[src/qcp_regs.svh]
/*
   Constants of the quadrature counter core: parameter addresses,
   field limits, reset values and timing figures.
   Assumes a 200 MHz system clock and a parameter port addressed
   with the holding register numbers of the serial protocol.
*/
`ifndef QCP_REGS_SVH
`define QCP_REGS_SVH

`define QCP_ADDR_PHASE_MODE     16'h9C41
`define QCP_ADDR_MAX_RATE       16'h9C42
`define QCP_ADDR_DEBOUNCE       16'h9C43
`define QCP_ADDR_DIRECTION      16'h9C44
`define QCP_ADDR_POLARITY       16'h9C45
`define QCP_ADDR_DECIMAL_POINT  16'h9C46
`define QCP_ADDR_PANEL_LOCK     16'h9C47
`define QCP_ADDR_RESET_EDGE     16'h9C48
`define QCP_ADDR_OFFSET_LOW     16'h9C49
`define QCP_ADDR_OFFSET_HIGH    16'h9C4A
`define QCP_ADDR_SCALING        16'h9C4B

`define QCP_MAX_PHASE           16'h0002
`define QCP_MAX_RATE            16'h0004
`define QCP_MAX_DIRECTION       16'h0001
`define QCP_MAX_POLARITY        16'h0001
`define QCP_MAX_DECIMAL_POINT   16'h0004
`define QCP_MAX_PANEL_LOCK      16'h0005
`define QCP_MAX_RESET_EDGE      16'h0001
`define QCP_MAX_SCALING         16'h0002

`define QCP_RESET_DEBOUNCE      16'h000A
`define QCP_DEBOUNCE_MIN_MS     16'h0002
`define QCP_DEBOUNCE_MAX_MS     16'h0032
`define QCP_OFFSET_MAX          32'h000F423F

`define QCP_LOCK_RESET_KEY      16'h0001
`define QCP_LOCK_BOTH           16'h0002
`define QCP_LOCK_FULL           16'h0003
`define QCP_LOCK_FIRST          16'h0004
`define QCP_LOCK_SECOND         16'h0005

`define QCP_CLOCK_KHZ           200000
`define QCP_REVISION_MS         1000
`define QCP_FILTER_DIV          8
`define QCP_RATE0_KHZ           200
`define QCP_RATE1_KHZ           100
`define QCP_RATE2_KHZ           50
`define QCP_RATE3_KHZ           25
`define QCP_RATE4_KHZ           12

`endif

[src/qcp_pkg.sv]
/*
   Types of the quadrature counter core.
   Assumes the constants of qcp_regs.svh for field widths.
*/
package qcp_pkg;

   typedef enum logic [1:0] {QCP_X1, QCP_X2, QCP_X4} qcp_phase_type;

   typedef enum logic {QCP_SHOW_REVISION, QCP_SHOW_COUNT} qcp_screen_type;

   typedef struct packed {
      logic        wr;
      logic        rd;
      logic [15:0] addr;
      logic [15:0] wdata;
   } qcp_par_req_type;

   typedef struct packed {
      logic        ack;
      logic        err;
      logic [15:0] rdata;
   } qcp_par_rsp_type;

endpackage

[src/qcp_counter.sv]
/*
   Counting core of a panel counter: pin synchronisers, quadrature
   decoding, reset and pause handling, parameter bank, thresholds
   and display selection.
   Assumes a parameter port driven by the serial protocol engine and
   key strobes from a keypad scanner, both on this clock.
*/
`timescale 1ns/10ps
`include "qcp_regs.svh"
module qcp_counter #(
   parameter int CYCLES_PER_MS = `QCP_CLOCK_KHZ
) (
   input  wire logic                    clock,
   input  wire logic                    arst_n,
   input  wire logic                    clk_en,
   input  wire logic                    encoder_phase_a,
   input  wire logic                    encoder_phase_b,
   input  wire logic                    reset_pin,
   input  wire logic                    pause_pin,
   input  wire logic                    reset_key,
   input  wire logic                    enter_first_key,
   input  wire logic                    enter_second_key,
   input  wire logic [31:0]             edit_value,
   input  wire qcp_pkg::qcp_par_req_type par_req,
   output qcp_pkg::qcp_par_rsp_type     par_rsp,
   output logic [31:0]                  count_value,
   output logic [31:0]                  display_value,
   output logic                         show_revision,
   output logic [2:0]                   decimal_point,
   output logic [2:0]                   scaling_enable,
   output logic [31:0]                  first_threshold,
   output logic [31:0]                  second_threshold,
   output logic                         output_one,
   output logic                         output_two
);
   // Arbitrary revision value
   localparam logic [31:0] FIRMWARE_REVISION = 32'h00000100;
   localparam int          REVISION_TICKS    = `QCP_REVISION_MS;

   logic [15:0] quadrature_multiplier;
   logic [15:0] max_input_rate_select;
   logic [15:0] debounce_time;
   logic [15:0] count_direction;
   logic [15:0] input_polarity_select;
   logic [15:0] decimal_point_place;
   logic [15:0] panel_lock;
   logic [15:0] reset_edge_select;
   logic [15:0] reset_offset_low;
   logic [15:0] reset_offset_high;
   logic [15:0] scaling_type;

   logic [3:0]  sync_1;
   logic [3:0]  sync_2;
   logic [3:0]  pin_active;
   logic [17:0] ms_count;
   logic        ms_tick;
   logic        reset_level, pause_level, reset_prev;
   logic        reset_pin_event, reset_key_event, manual_reset;
   logic        step_up, step_down;
   logic [31:0] offset_value;
   logic [31:0] next_count;
   logic [9:0]  revision_ms;
   logic        write_ok, addr_hit;
   logic [15:0] read_word, field_max;
   qcp_pkg::qcp_screen_type screen;
   qcp_pkg::qcp_phase_type  phase_mode;

   function automatic logic [11:0] rate_filter(input logic [15:0] code);
      int khz;
      case (code)
         16'h0000: khz = `QCP_RATE0_KHZ;
         16'h0001: khz = `QCP_RATE1_KHZ;
         16'h0002: khz = `QCP_RATE2_KHZ;
         16'h0003: khz = `QCP_RATE3_KHZ;
         default:  khz = `QCP_RATE4_KHZ;
      endcase
      // Eighth of a period keeps the filter well inside a half cycle
      return 12'(`QCP_CLOCK_KHZ / (khz * `QCP_FILTER_DIV));
   endfunction

   function automatic logic locks_first(input logic [15:0] code);
      return code == `QCP_LOCK_BOTH || code == `QCP_LOCK_FULL || code == `QCP_LOCK_FIRST;
   endfunction

   function automatic logic locks_second(input logic [15:0] code);
      return code == `QCP_LOCK_BOTH || code == `QCP_LOCK_FULL || code == `QCP_LOCK_SECOND;
   endfunction

   // Pin synchronisers: first stage feeds only the second
   always_ff @(posedge clock or negedge arst_n) begin
      if (!arst_n) begin
         sync_1 <= 4'h0;
         sync_2 <= 4'h0;
      end else if (clk_en) begin
         sync_1 <= {pause_pin, reset_pin, encoder_phase_b, encoder_phase_a};
         sync_2 <= sync_1;
      end
   end

   // Sinking inputs pull the line low when active
   assign pin_active = sync_2 ^ {4{input_polarity_select == 16'h0000}};

   assign phase_mode = quadrature_multiplier == 16'h0000 ? qcp_pkg::QCP_X1 :
                       quadrature_multiplier == 16'h0001 ? qcp_pkg::QCP_X2 :
                       qcp_pkg::QCP_X4;

   qcp_quad_decode u_decode (
      .clock         (clock),
      .arst_n        (arst_n),
      .clk_en        (clk_en),
      .phase_a       (pin_active[0]),
      .phase_b       (pin_active[1]),
      .mode          (phase_mode),
      .filter_cycles (rate_filter(max_input_rate_select)),
      .step_up       (step_up),
      .step_down     (step_down)
   );

   always_ff @(posedge clock or negedge arst_n) begin
      if (!arst_n) begin
         ms_count <= 18'h00000;
         ms_tick  <= 1'b0;
      end else if (clk_en) begin
         ms_tick <= ms_count == 18'(CYCLES_PER_MS - 1);
         if (ms_count == 18'(CYCLES_PER_MS - 1)) begin
            ms_count <= 18'h00000;
         end else begin
            ms_count <= ms_count + 18'h00001;
         end
      end
   end

   qcp_debounce u_reset_debounce (
      .clock     (clock),
      .arst_n    (arst_n),
      .clk_en    (clk_en),
      .ms_tick   (ms_tick),
      .hold_ms   (debounce_time[5:0]),
      .level_in  (pin_active[2]),
      .level_out (reset_level)
   );

   qcp_debounce u_pause_debounce (
      .clock     (clock),
      .arst_n    (arst_n),
      .clk_en    (clk_en),
      .ms_tick   (ms_tick),
      .hold_ms   (debounce_time[5:0]),
      .level_in  (pin_active[3]),
      .level_out (pause_level)
   );

   always_ff @(posedge clock or negedge arst_n) begin
      if (!arst_n) begin
         reset_prev <= 1'b0;
      end else if (clk_en) begin
         reset_prev <= reset_level;
      end
   end

   assign reset_pin_event = reset_edge_select == 16'h0000 ? reset_level & ~reset_prev :
                            ~reset_level & reset_prev;
   assign reset_key_event = reset_key && panel_lock != `QCP_LOCK_RESET_KEY
                            && panel_lock != `QCP_LOCK_FULL;
   assign manual_reset    = reset_pin_event | reset_key_event;

   // Offset halves are written apart, so the limit is applied on use
   assign offset_value = {reset_offset_high, reset_offset_low} > `QCP_OFFSET_MAX ?
                         `QCP_OFFSET_MAX : {reset_offset_high, reset_offset_low};

   always_comb begin
      next_count = count_value;
      if (manual_reset) begin
         next_count = offset_value;
      end else if (!pause_level && (step_up ^ step_down)) begin
         if (step_up ^ (count_direction != 16'h0000)) begin
            next_count = count_value + 32'h00000001;
         end else begin
            next_count = count_value - 32'h00000001;
         end
      end
   end

   always_ff @(posedge clock or negedge arst_n) begin
      if (!arst_n) begin
         count_value <= 32'h00000000;
      end else if (clk_en) begin
         count_value <= next_count;
      end
   end

   always_ff @(posedge clock or negedge arst_n) begin
      if (!arst_n) begin
         first_threshold  <= 32'h00000000;
         second_threshold <= 32'h00000000;
      end else if (clk_en) begin
         if (enter_first_key && !locks_first(panel_lock)) begin
            first_threshold <= edit_value;
         end
         if (enter_second_key && !locks_second(panel_lock)) begin
            second_threshold <= edit_value;
         end
      end
   end

   // Outputs latch until the next manual reset
   always_ff @(posedge clock or negedge arst_n) begin
      if (!arst_n) begin
         output_one <= 1'b0;
         output_two <= 1'b0;
      end else if (clk_en) begin
         if (manual_reset) begin
            output_one <= 1'b0;
            output_two <= 1'b0;
         end else begin
            if (next_count == first_threshold) begin
               output_one <= 1'b1;
            end
            if (next_count == second_threshold) begin
               output_two <= 1'b1;
            end
         end
      end
   end

   always_ff @(posedge clock or negedge arst_n) begin
      if (!arst_n) begin
         screen      <= qcp_pkg::QCP_SHOW_REVISION;
         revision_ms <= 10'h000;
      end else if (clk_en) begin
         unique case (screen)
            qcp_pkg::QCP_SHOW_REVISION: begin
               if (ms_tick) begin
                  revision_ms <= revision_ms + 10'h001;
               end
               if (revision_ms == 10'(REVISION_TICKS - 1) && ms_tick) begin
                  screen <= qcp_pkg::QCP_SHOW_COUNT;
               end
            end
            qcp_pkg::QCP_SHOW_COUNT: begin
               revision_ms <= 10'h000;
            end
         endcase
      end
   end

   always_ff @(posedge clock or negedge arst_n) begin
      if (!arst_n) begin
         show_revision  <= 1'b1;
         display_value  <= 32'h00000000;
         decimal_point  <= 3'h0;
         scaling_enable <= 3'h0;
      end else if (clk_en) begin
         show_revision  <= screen == qcp_pkg::QCP_SHOW_REVISION;
         display_value  <= screen == qcp_pkg::QCP_SHOW_REVISION ?
                           FIRMWARE_REVISION : next_count;
         decimal_point  <= decimal_point_place[2:0];
         scaling_enable <= 3'h1 << scaling_type[1:0];
      end
   end

   // Parameter bank: out-of-range codes are refused, not clamped
   always_comb begin
      addr_hit  = 1'b1;
      read_word = 16'h0000;
      field_max = 16'hFFFF;
      unique case (par_req.addr)
         `QCP_ADDR_PHASE_MODE: begin
            read_word = quadrature_multiplier;
            field_max = `QCP_MAX_PHASE;
         end
         `QCP_ADDR_MAX_RATE: begin
            read_word = max_input_rate_select;
            field_max = `QCP_MAX_RATE;
         end
         `QCP_ADDR_DEBOUNCE: begin
            read_word = debounce_time;
            field_max = `QCP_DEBOUNCE_MAX_MS;
         end
         `QCP_ADDR_DIRECTION: begin
            read_word = count_direction;
            field_max = `QCP_MAX_DIRECTION;
         end
         `QCP_ADDR_POLARITY: begin
            read_word = input_polarity_select;
            field_max = `QCP_MAX_POLARITY;
         end
         `QCP_ADDR_DECIMAL_POINT: begin
            read_word = decimal_point_place;
            field_max = `QCP_MAX_DECIMAL_POINT;
         end
         `QCP_ADDR_PANEL_LOCK: begin
            read_word = panel_lock;
            field_max = `QCP_MAX_PANEL_LOCK;
         end
         `QCP_ADDR_RESET_EDGE: begin
            read_word = reset_edge_select;
            field_max = `QCP_MAX_RESET_EDGE;
         end
         `QCP_ADDR_OFFSET_LOW:  read_word = reset_offset_low;
         `QCP_ADDR_OFFSET_HIGH: read_word = reset_offset_high;
         `QCP_ADDR_SCALING: begin
            read_word = scaling_type;
            field_max = `QCP_MAX_SCALING;
         end
         default: addr_hit = 1'b0;
      endcase
   end

   assign write_ok = par_req.wr && addr_hit && par_req.wdata <= field_max
                     && (par_req.addr != `QCP_ADDR_DEBOUNCE
                         || par_req.wdata >= `QCP_DEBOUNCE_MIN_MS);

   always_ff @(posedge clock or negedge arst_n) begin
      if (!arst_n) begin
         quadrature_multiplier <= 16'h0000;
         max_input_rate_select <= 16'h0000;
         debounce_time         <= `QCP_RESET_DEBOUNCE;
         count_direction       <= 16'h0000;
         input_polarity_select <= 16'h0000;
         decimal_point_place   <= 16'h0000;
         panel_lock            <= 16'h0000;
         reset_edge_select     <= 16'h0000;
         reset_offset_low      <= 16'h0000;
         reset_offset_high     <= 16'h0000;
         scaling_type          <= 16'h0000;
      end else if (clk_en && write_ok) begin
         unique case (par_req.addr)
            `QCP_ADDR_PHASE_MODE:    quadrature_multiplier <= par_req.wdata;
            `QCP_ADDR_MAX_RATE:      max_input_rate_select <= par_req.wdata;
            `QCP_ADDR_DEBOUNCE:      debounce_time         <= par_req.wdata;
            `QCP_ADDR_DIRECTION:     count_direction       <= par_req.wdata;
            `QCP_ADDR_POLARITY:      input_polarity_select <= par_req.wdata;
            `QCP_ADDR_DECIMAL_POINT: decimal_point_place   <= par_req.wdata;
            `QCP_ADDR_PANEL_LOCK:    panel_lock            <= par_req.wdata;
            `QCP_ADDR_RESET_EDGE:    reset_edge_select     <= par_req.wdata;
            `QCP_ADDR_OFFSET_LOW:    reset_offset_low      <= par_req.wdata;
            `QCP_ADDR_OFFSET_HIGH:   reset_offset_high     <= par_req.wdata;
            `QCP_ADDR_SCALING:       scaling_type          <= par_req.wdata;
            default:                 scaling_type          <= scaling_type;
         endcase
      end
   end

   always_ff @(posedge clock or negedge arst_n) begin
      if (!arst_n) begin
         par_rsp <= '0;
      end else if (clk_en) begin
         par_rsp.ack   <= par_req.wr | par_req.rd;
         par_rsp.err   <= (par_req.wr | par_req.rd) && !(par_req.wr ? write_ok : addr_hit);
         par_rsp.rdata <= par_req.rd && addr_hit ? read_word : 16'h0000;
      end
   end
endmodule

[src/qcp_debounce.sv]
/*
   Contact debouncer for one switch input.
   Assumes a synchronised input and a one-cycle millisecond tick.
*/
`timescale 1ns/10ps
module qcp_debounce (
   input  wire logic       clock,
   input  wire logic       arst_n,
   input  wire logic       clk_en,
   input  wire logic       ms_tick,
   input  wire logic [5:0] hold_ms,
   input  wire logic       level_in,
   output logic            level_out
);
   logic [5:0] elapsed;

   // Any bounce restarts the wait, so shorter pulses never pass
   always_ff @(posedge clock or negedge arst_n) begin
      if (!arst_n) begin
         elapsed   <= 6'h00;
         level_out <= 1'b0;
      end else if (clk_en) begin
         if (level_in == level_out) begin
            elapsed <= 6'h00;
         end else if (elapsed >= hold_ms) begin
            level_out <= level_in;
            elapsed   <= 6'h00;
         end else if (ms_tick) begin
            elapsed <= elapsed + 6'h01;
         end
      end
   end
endmodule

[src/qcp_quad_decode.sv]
/*
   Quadrature decoder with per-channel glitch filter.
   Assumes synchronised, polarity-corrected channel levels.
*/
`timescale 1ns/10ps
module qcp_quad_decode (
   input  wire logic                   clock,
   input  wire logic                   arst_n,
   input  wire logic                   clk_en,
   input  wire logic                   phase_a,
   input  wire logic                   phase_b,
   input  wire qcp_pkg::qcp_phase_type mode,
   input  wire logic [11:0]            filter_cycles,
   output logic                        step_up,
   output logic                        step_down
);
   logic [1:0]  raw;
   logic [1:0]  lvl;
   logic [1:0]  prev;
   logic [11:0] cnt [2];
   logic        a_rise, a_fall, b_rise, b_fall;
   logic        next_up, next_down;

   assign raw = {phase_b, phase_a};

   // Filter tuned to the rate band rejects noise above it
   for (genvar i = 0; i < 2; i++) begin : g_filter
      always_ff @(posedge clock or negedge arst_n) begin
         if (!arst_n) begin
            cnt[i] <= 12'h000;
            lvl[i] <= 1'b0;
         end else if (clk_en) begin
            if (raw[i] == lvl[i]) begin
               cnt[i] <= 12'h000;
            end else if (cnt[i] >= filter_cycles) begin
               lvl[i] <= raw[i];
               cnt[i] <= 12'h000;
            end else begin
               cnt[i] <= cnt[i] + 12'h001;
            end
         end
      end
   end

   assign a_rise = lvl[0] & ~prev[0];
   assign a_fall = ~lvl[0] & prev[0];
   assign b_rise = lvl[1] & ~prev[1];
   assign b_fall = ~lvl[1] & prev[1];

   always_comb begin
      next_up   = 1'b0;
      next_down = 1'b0;
      if (a_rise) begin
         next_up   = ~lvl[1];
         next_down = lvl[1];
      end else if (a_fall && mode != qcp_pkg::QCP_X1) begin
         next_up   = lvl[1];
         next_down = ~lvl[1];
      end else if (b_rise && mode == qcp_pkg::QCP_X4) begin
         next_up   = lvl[0];
         next_down = ~lvl[0];
      end else if (b_fall && mode == qcp_pkg::QCP_X4) begin
         next_up   = ~lvl[0];
         next_down = lvl[0];
      end
   end

   always_ff @(posedge clock or negedge arst_n) begin
      if (!arst_n) begin
         prev      <= 2'h0;
         step_up   <= 1'b0;
         step_down <= 1'b0;
      end else if (clk_en) begin
         prev      <= lvl;
         step_up   <= next_up;
         step_down <= next_down;
      end
   end
endmodule

[config.mk]
export PLATFORM = sky130hd
export DESIGN_NAME = qcp_counter
export DESIGN_NICKNAME = d
export VERILOG_FILES = /design/src/qcp_pkg.sv /design/src/qcp_counter.sv /design/src/qcp_debounce.sv /design/src/qcp_quad_decode.sv
export VERILOG_INCLUDE_DIRS = /design/src /design/src/src
export SDC_FILE = /design/constraint.sdc
export NUM_CORES = 1
export LEC_CHECK = 0
export ABC_AREA = 1
export BUFFER_PORTS_ARGS = -buffer_cell sky130_fd_sc_hd__buf_4
export CORE_UTILIZATION = 41
export CTS_CLUSTER_DIAMETER = 50
export DETAILED_ROUTE_END_ITERATION = 7
export SLEW_MARGIN = 30
export SYNTH_ARGS = -nofsm -noshare
export SYNTH_HDL_FRONTEND = slang
export SYNTH_SLANG_ARGS = --single-unit
[constraint.sdc]
create_clock -name clock -period 128.3 [get_ports clock]
set_input_delay 25.66 -clock clock [delete_from_list [all_inputs] [get_ports clock]]
set_output_delay 25.66 -clock clock [all_outputs]
set_load 0.05 [all_outputs]
==> results.toml, run 1 <==
[status]
status = "complete, no violations"

[cts]
hold_buffers = 0
clockRootBuffer = "clkbuf_16"
cts_max_level = 2
cts_buffers = 48
clock_latency_ns = 0.62
cts_setup_buffers = 0
cts_resized = 0
clkSinkCount = 414
cts_buffer_depth = 3
cts_tree = "yes"
clk_pin_slew_worst_paths_ns = 0.06

[yosys]
postSynthCellCount = 6238
ys_warn_count = 0
ys_seq_area_share_pct = 24.24
async_flop_share_pct = 100.0
synth_top_area_cell = "dfrtp_1"
synth-edff-count = 0
avgSynthCellArea_um2 = 6.853
ys.flop_type = "dfrtp_1"
ys_ff_latch = 414
synth_top_area_share_pct = 24.06
syn_area_um2 = 42750
ys_top_cells_by_area = "dfrtp_1, nand2_1, ha_1"
synth_cell_types = 92

[critical_path]
cp-end-kind = "flop"
reg2reg_depth = 299
start_kind = "flop"
crit_arrival_ns = 51.68
crit_fanout = 44
crit_required_ns = 128.79
crit_type = "reg2reg"
max_stage_delay_ns = 0.63
slowest_stage = "nor2_1"
crit_top_cell = "a21oi_1"

[place]
gp_congestion = 0.9242
hpwl_um = 102700
port_buffers = 230
detailed_place.area_um2 = 45410
dp.cells = 7704

[routing]
routed_wl_um = 131400
drcViolationCount = 0
avgViaCountPerCell = 5.338
drt-initial-drc-count = 2752
drtPass1Iterations = 8
wl_per_cell_um = 16.87
ant_nets = 0
num_vias = 41580

[floorplanning]
die_area_um2 = 105600
coreArea_um2 = 103500
start_util_pct = 41.30
die_h_um = 324.9
fp.dieW_um = 324.9
num_io_pins = 231
rows = 118

[finish]
nets = 6704
final_cell_area_um2 = 47010
antenna_cells = 0
area_delta_synth_final_pct = 9.978
final_util_pct = 45.42
final_cells = 7790
drive_above_1_share_pct = 16.58

[global_route]
antenna_found_initial = 3
grt_pass1_wl_um = 212000
grt_usage_pct = 24.40
grt_start_max_net_pins = 94
grt_pass1_vias = 39420
overflow = 0

[sta]
skew_ns = 0.03276
slew_headroom_pct = 38.06
setup_viol = 0
finalCritPeriodShare_pct = 39.90
min_period_ns = 51.19
worst_pin_slew_ns = 0.9257
slew_violations = 0
hold_violations = 0
tns_ns = 0
rsz0062_at_grt = "false"
fmax_mhz = 19.53

[run]
maxCapViolCount = 0

[min_path]
hold_path_class = "reg2reg"
hold_depth = 2
-- cells by family after synthesis --
| family | Yosys count | share of synthesized area [%] |
|---|---|---|
| mux | 4 | 0.09952 |
| other cells | 1 | 0.008772 |
| buf+inv | 968 | 9.770 |
| flops | 414 | 24.24 |
| compound gates | 1075 | 14.47 |
| xor+xnor | 223 | 4.630 |
| simple gates | 3299 | 39.32 |
| fa+ha+maj | 254 | 7.452 |
-- registers in the layout, summed over array words and instances (netlist names), 10 cells and up --
register	cells
panel_lock	16
revision_ms	10
scaling_type	16
input_polarity_select	16
decimal_point_place	16
ms_count	18
max_input_rate_select	16
reset_edge_select	16
count_value	32
quadrature_multiplier	16
par_rsp	18
debounce_time	16
u_decode.cnt	24
reset_offset_high	16
second_threshold	32
display_value	32
first_threshold	32
count_direction	16
reset_offset_low	16
-- area by class of cell --
type	instances	area, µm²
clock buffers	68	1316
fillers	10760	56480
repair buffers	262	1982
multi-input cells	4858	28350
clock inverters	18	247.7
inverters	790	3025
flip-flops and latches	414	10360
well taps	1380	1727
-- per-layer routing --
layer  global-route usage (%)  routed length (µm)  vias up
met4                    7.137                3849        6
met3                    3.214                6807      229
met2                    41.54               61770     1006
met5                        0                  40        -
met1                    32.09               58930    19370
li1                         -                   -    20970
-- through the flow --
step / hold WS [ns] / setup slack (ns)
final: 0.4704 / 77.11
after global routing: 0.4964 / 71.36
after CTS: 0.4773 / 77.20
after detailed placement: 0.4624 / 77.36
after global placement: 0.4577 / 78.86
after floorplan: 0.4422 / 83.17
-- layout by cell type (no fill, tap or decap), drive strengths merged, types with 37 or more instances in the layout --
cell | netlist | final
nand2 | 1762 | 1762
inv | 759 | 764
nor2 | 581 | 581
o21ai | 571 | 571
nand3 | 556 | 556
dfrtp | 411 | 411
a21oi | 279 | 279
buf | 50 | 262
ha | 253 | 253
nand4 | 161 | 161
xor2 | 133 | 133
nor3 | 94 | 94
xnor2 | 90 | 90
clkbuf | 127 | 68
nor4 | 47 | 47
clkinv | 30 | 39
or2 | 37 | 37
-- cell usage after synthesis (12+ instances only) --
library cell  instances
ha_1                253
o21a_1               17
nor3b_1              12
clkbuf_1            119
nand3_2             103
nor3_1               91
dfrtp_1             411
o21bai_1             21
o2111ai_1            13
a22o_1               26
buf_6                26
o211ai_1             15
a21oi_1             271
nand2_4              65
o21ai_2              13
xnor2_1              90
nor2_1              444
o22ai_1              18
inv_2                52
a221oi_1             34
o21ai_0             522
inv_1               702
xor2_1              131
nand3_1             424
nand3_4              29
or2_2                34
nor2_4               49
nand4_1             147
nand3b_1             33
nor2_2               80
nand2_2             206
o21ai_1              35
nor4_1               47
clkinv_1             22
nand2_1            1487
-- critical path: cells and delay by family, from the launching register on --
kind	cells	cell delay, ns
buffers and inverters	30	3.85
AOI/OAI and AO/OA	83	15.07
and+or+nand+nor	158	21.57
adders and majority gates	28	10.03
DFF	1	0.41
-- path summary, 6_finish.rpt --
check | from | endpoint | slack [ns]
worst max-delay path | max_input_rate_select[2] | u_decode.cnt[17] | 77.11
max in group asynchronous | arst_n | par_rsp[2] | 100.55
min in group asynchronous | arst_n | first_threshold[11] | 25.02
worst min register to register | sync_1[0] | sync_1[0] | 0.47
worst max register to register | max_input_rate_select[2] | u_decode.cnt[17] | 77.11
worst min-delay path | sync_1[0] | sync_1[0] | 0.47
Power of run 1 is left out: the tool's default activity adds up to more than one toggle a clock period on the data nets, which glitch-free logic cannot reach.
==> run 2, diff against run 1 <==
clock period = 45.7 ns   (was 128.3 ns; I/O delays follow)
==> results.toml, run 2 (same netlist as run 1, synthesis figures left out) <==
[place]
gp_congestion = 0.9339
hpwl_um = 106100
detailed_place.area_um2 = 46560
dp.cells = 7856
port_buffers = 230
pre_cts_slack_ns = -0.7551

[sta]
setup_viol = 0
worst_pin_slew_ns = 1.019
slew_violations = 0
skew_ns = 0.03238
tns_ns = 0
fmax_mhz = 23.81
finalCritPeriodShare_pct = 91.91
min_period_ns = 42.00
slew_headroom_pct = 31.84
hold_violations = 0
setup_slack_ns = 3.697

[finish]
final_cell_area_um2 = 49030
final_cells = 8000
nets = 6910
area_delta_synth_final_pct = 14.69
final_common_cell = "nand2_1"
antenna_cells = 0
drive_above_1_share_pct = 20.12
layout_common_cells = "nand2_1, inv_1, o21ai_0"
n_fill_cell = 10560

[routing]
drt-initial-drc-count = 3325
routed_wl_um = 136900
num_vias = 42170
wl_per_cell_um = 17.11
ant_nets = 0
avgViaCountPerCell = 5.271
drtPass1Iterations = 7
drcViolationCount = 0

[global_route]
overflow = 0
grt_pass1_vias = 40000
grt_pass1_wl_um = 218200
grt_usage_pct = 25.24
antenna_found_initial = 2
grt_start_max_net_pins = 144

[cts]
clock_latency_ns = 0.61
cts_buffer_depth = 3
clockRootBuffer = "clkbuf_16"
cts_max_level = 2
cts_buffers = 48
clkSinkCount = 414
cts_tree = "yes"
clk_pin_slew_worst_paths_ns = 0.06

[floorplanning]
coreArea_um2 = 103500
start_util_pct = 41.30
die_h_um = 324.9
num_io_pins = 231
die_area_um2 = 105600
fp.dieW_um = 324.9
rows = 118

[critical_path]
crit_path_start = "max_input_rate_select[8]"
crit_fanout = 16
crit_arrival_ns = 42.53
max_stage_delay_ns = 0.39
crit_type = "reg2reg"
cp-end-kind = "flop"
rr_startpoint = "max_input_rate_select[8]"
slowest_stage = "dfrtp_1"
start_kind = "flop"
crit_required_ns = 46.23
crit_top_cell = "nand2_1"

[run]
maxCapViolCount = 0

[min_path]
min_from = "sync_1[3]"
hold_path_class = "reg2reg"

[status]
status = "complete, no violations"
run 2: cell count changes in the layout (fill, tap and decap cells not counted), sizes merged:
| cell | delta |
|---|---|
| clkinvlp | +7 |
| nand2 | +1 |
| clkbuf | -2 |
| buf | +202 |
| clkinv | +2 |
| inv | -5 |
| bufinv | +2 |
| nand3 | +3 |
run 2: through the flow:
step	hold WS, ns	util, %
after floorplan	0.4422	-
after global placement	0.4646	44.98
after detailed placement	0.4665	44.99
after CTS	0.4808	46.65
after global routing	0.5052	47.37
final	0.4783	47.37
run 2: cell type report:
cell class                      instances  area, µm²  share of cell area [%]
Clock buffer                           66       1340                   2.733
Clock inverter                         24      335.3                  0.6840
Inverter                              790       3063                   6.247
Multi-Input combinational cell       4862      28650                   58.43
Sequential cell                       414      10360                   21.14
Tap cell                             1380       1727                   3.522
Timing Repair Buffer                  464       3551                   7.243
run 2: worst paths after layout:
check                                           end  slack, ns  cells after the start
worst min register to register            sync_1[3]       0.48                      2
worst max-delay path                u_decode.lvl[0]       3.70                    303
max in group asynchronous                par_rsp[8]      35.76                      3
worst min-delay path                      sync_1[3]       0.48                      2
min in group asynchronous       first_threshold[28]       8.41                      1
worst max register to register      u_decode.lvl[0]       3.70                    303
run 2: worst max-delay path, delay by kind of cell, from the launching register on:
kind / cells / cell delay (ns)
simple gates: 160 / 16.73
compound gates: 71 / 10.99
fa+ha+maj: 28 / 8.88
buf+inv: 42 / 4.34
flops: 1 / 0.39
mux: 1 / 0.36
xor+xnor: 1 / 0.14
run 2: metal layers:
layer | global-route usage (%) | vias to the layer above | wire, µm
met4 | 6.973 | 2 | 3821
li1 | - | 21420 | -
met1 | 34.59 | 19560 | 63220
met2 | 41.72 | 1014 | 63110
met3 | 3.031 | 177 | 6754
met5 | 0 | - | 15
run 2: timing repair:
| action | CTS | global route |
|---|---|---|
| pin swaps | 0 | 31 |
| setup endpoints to repair | 26 | 26 |
| resized for setup | 3 | 98 |
| buffers inserted | 4 | 44 |
| hold buffers | 0 | 0 |
| gates cloned | 0 | 4 |
Power of run 2 is left out for the same reason.
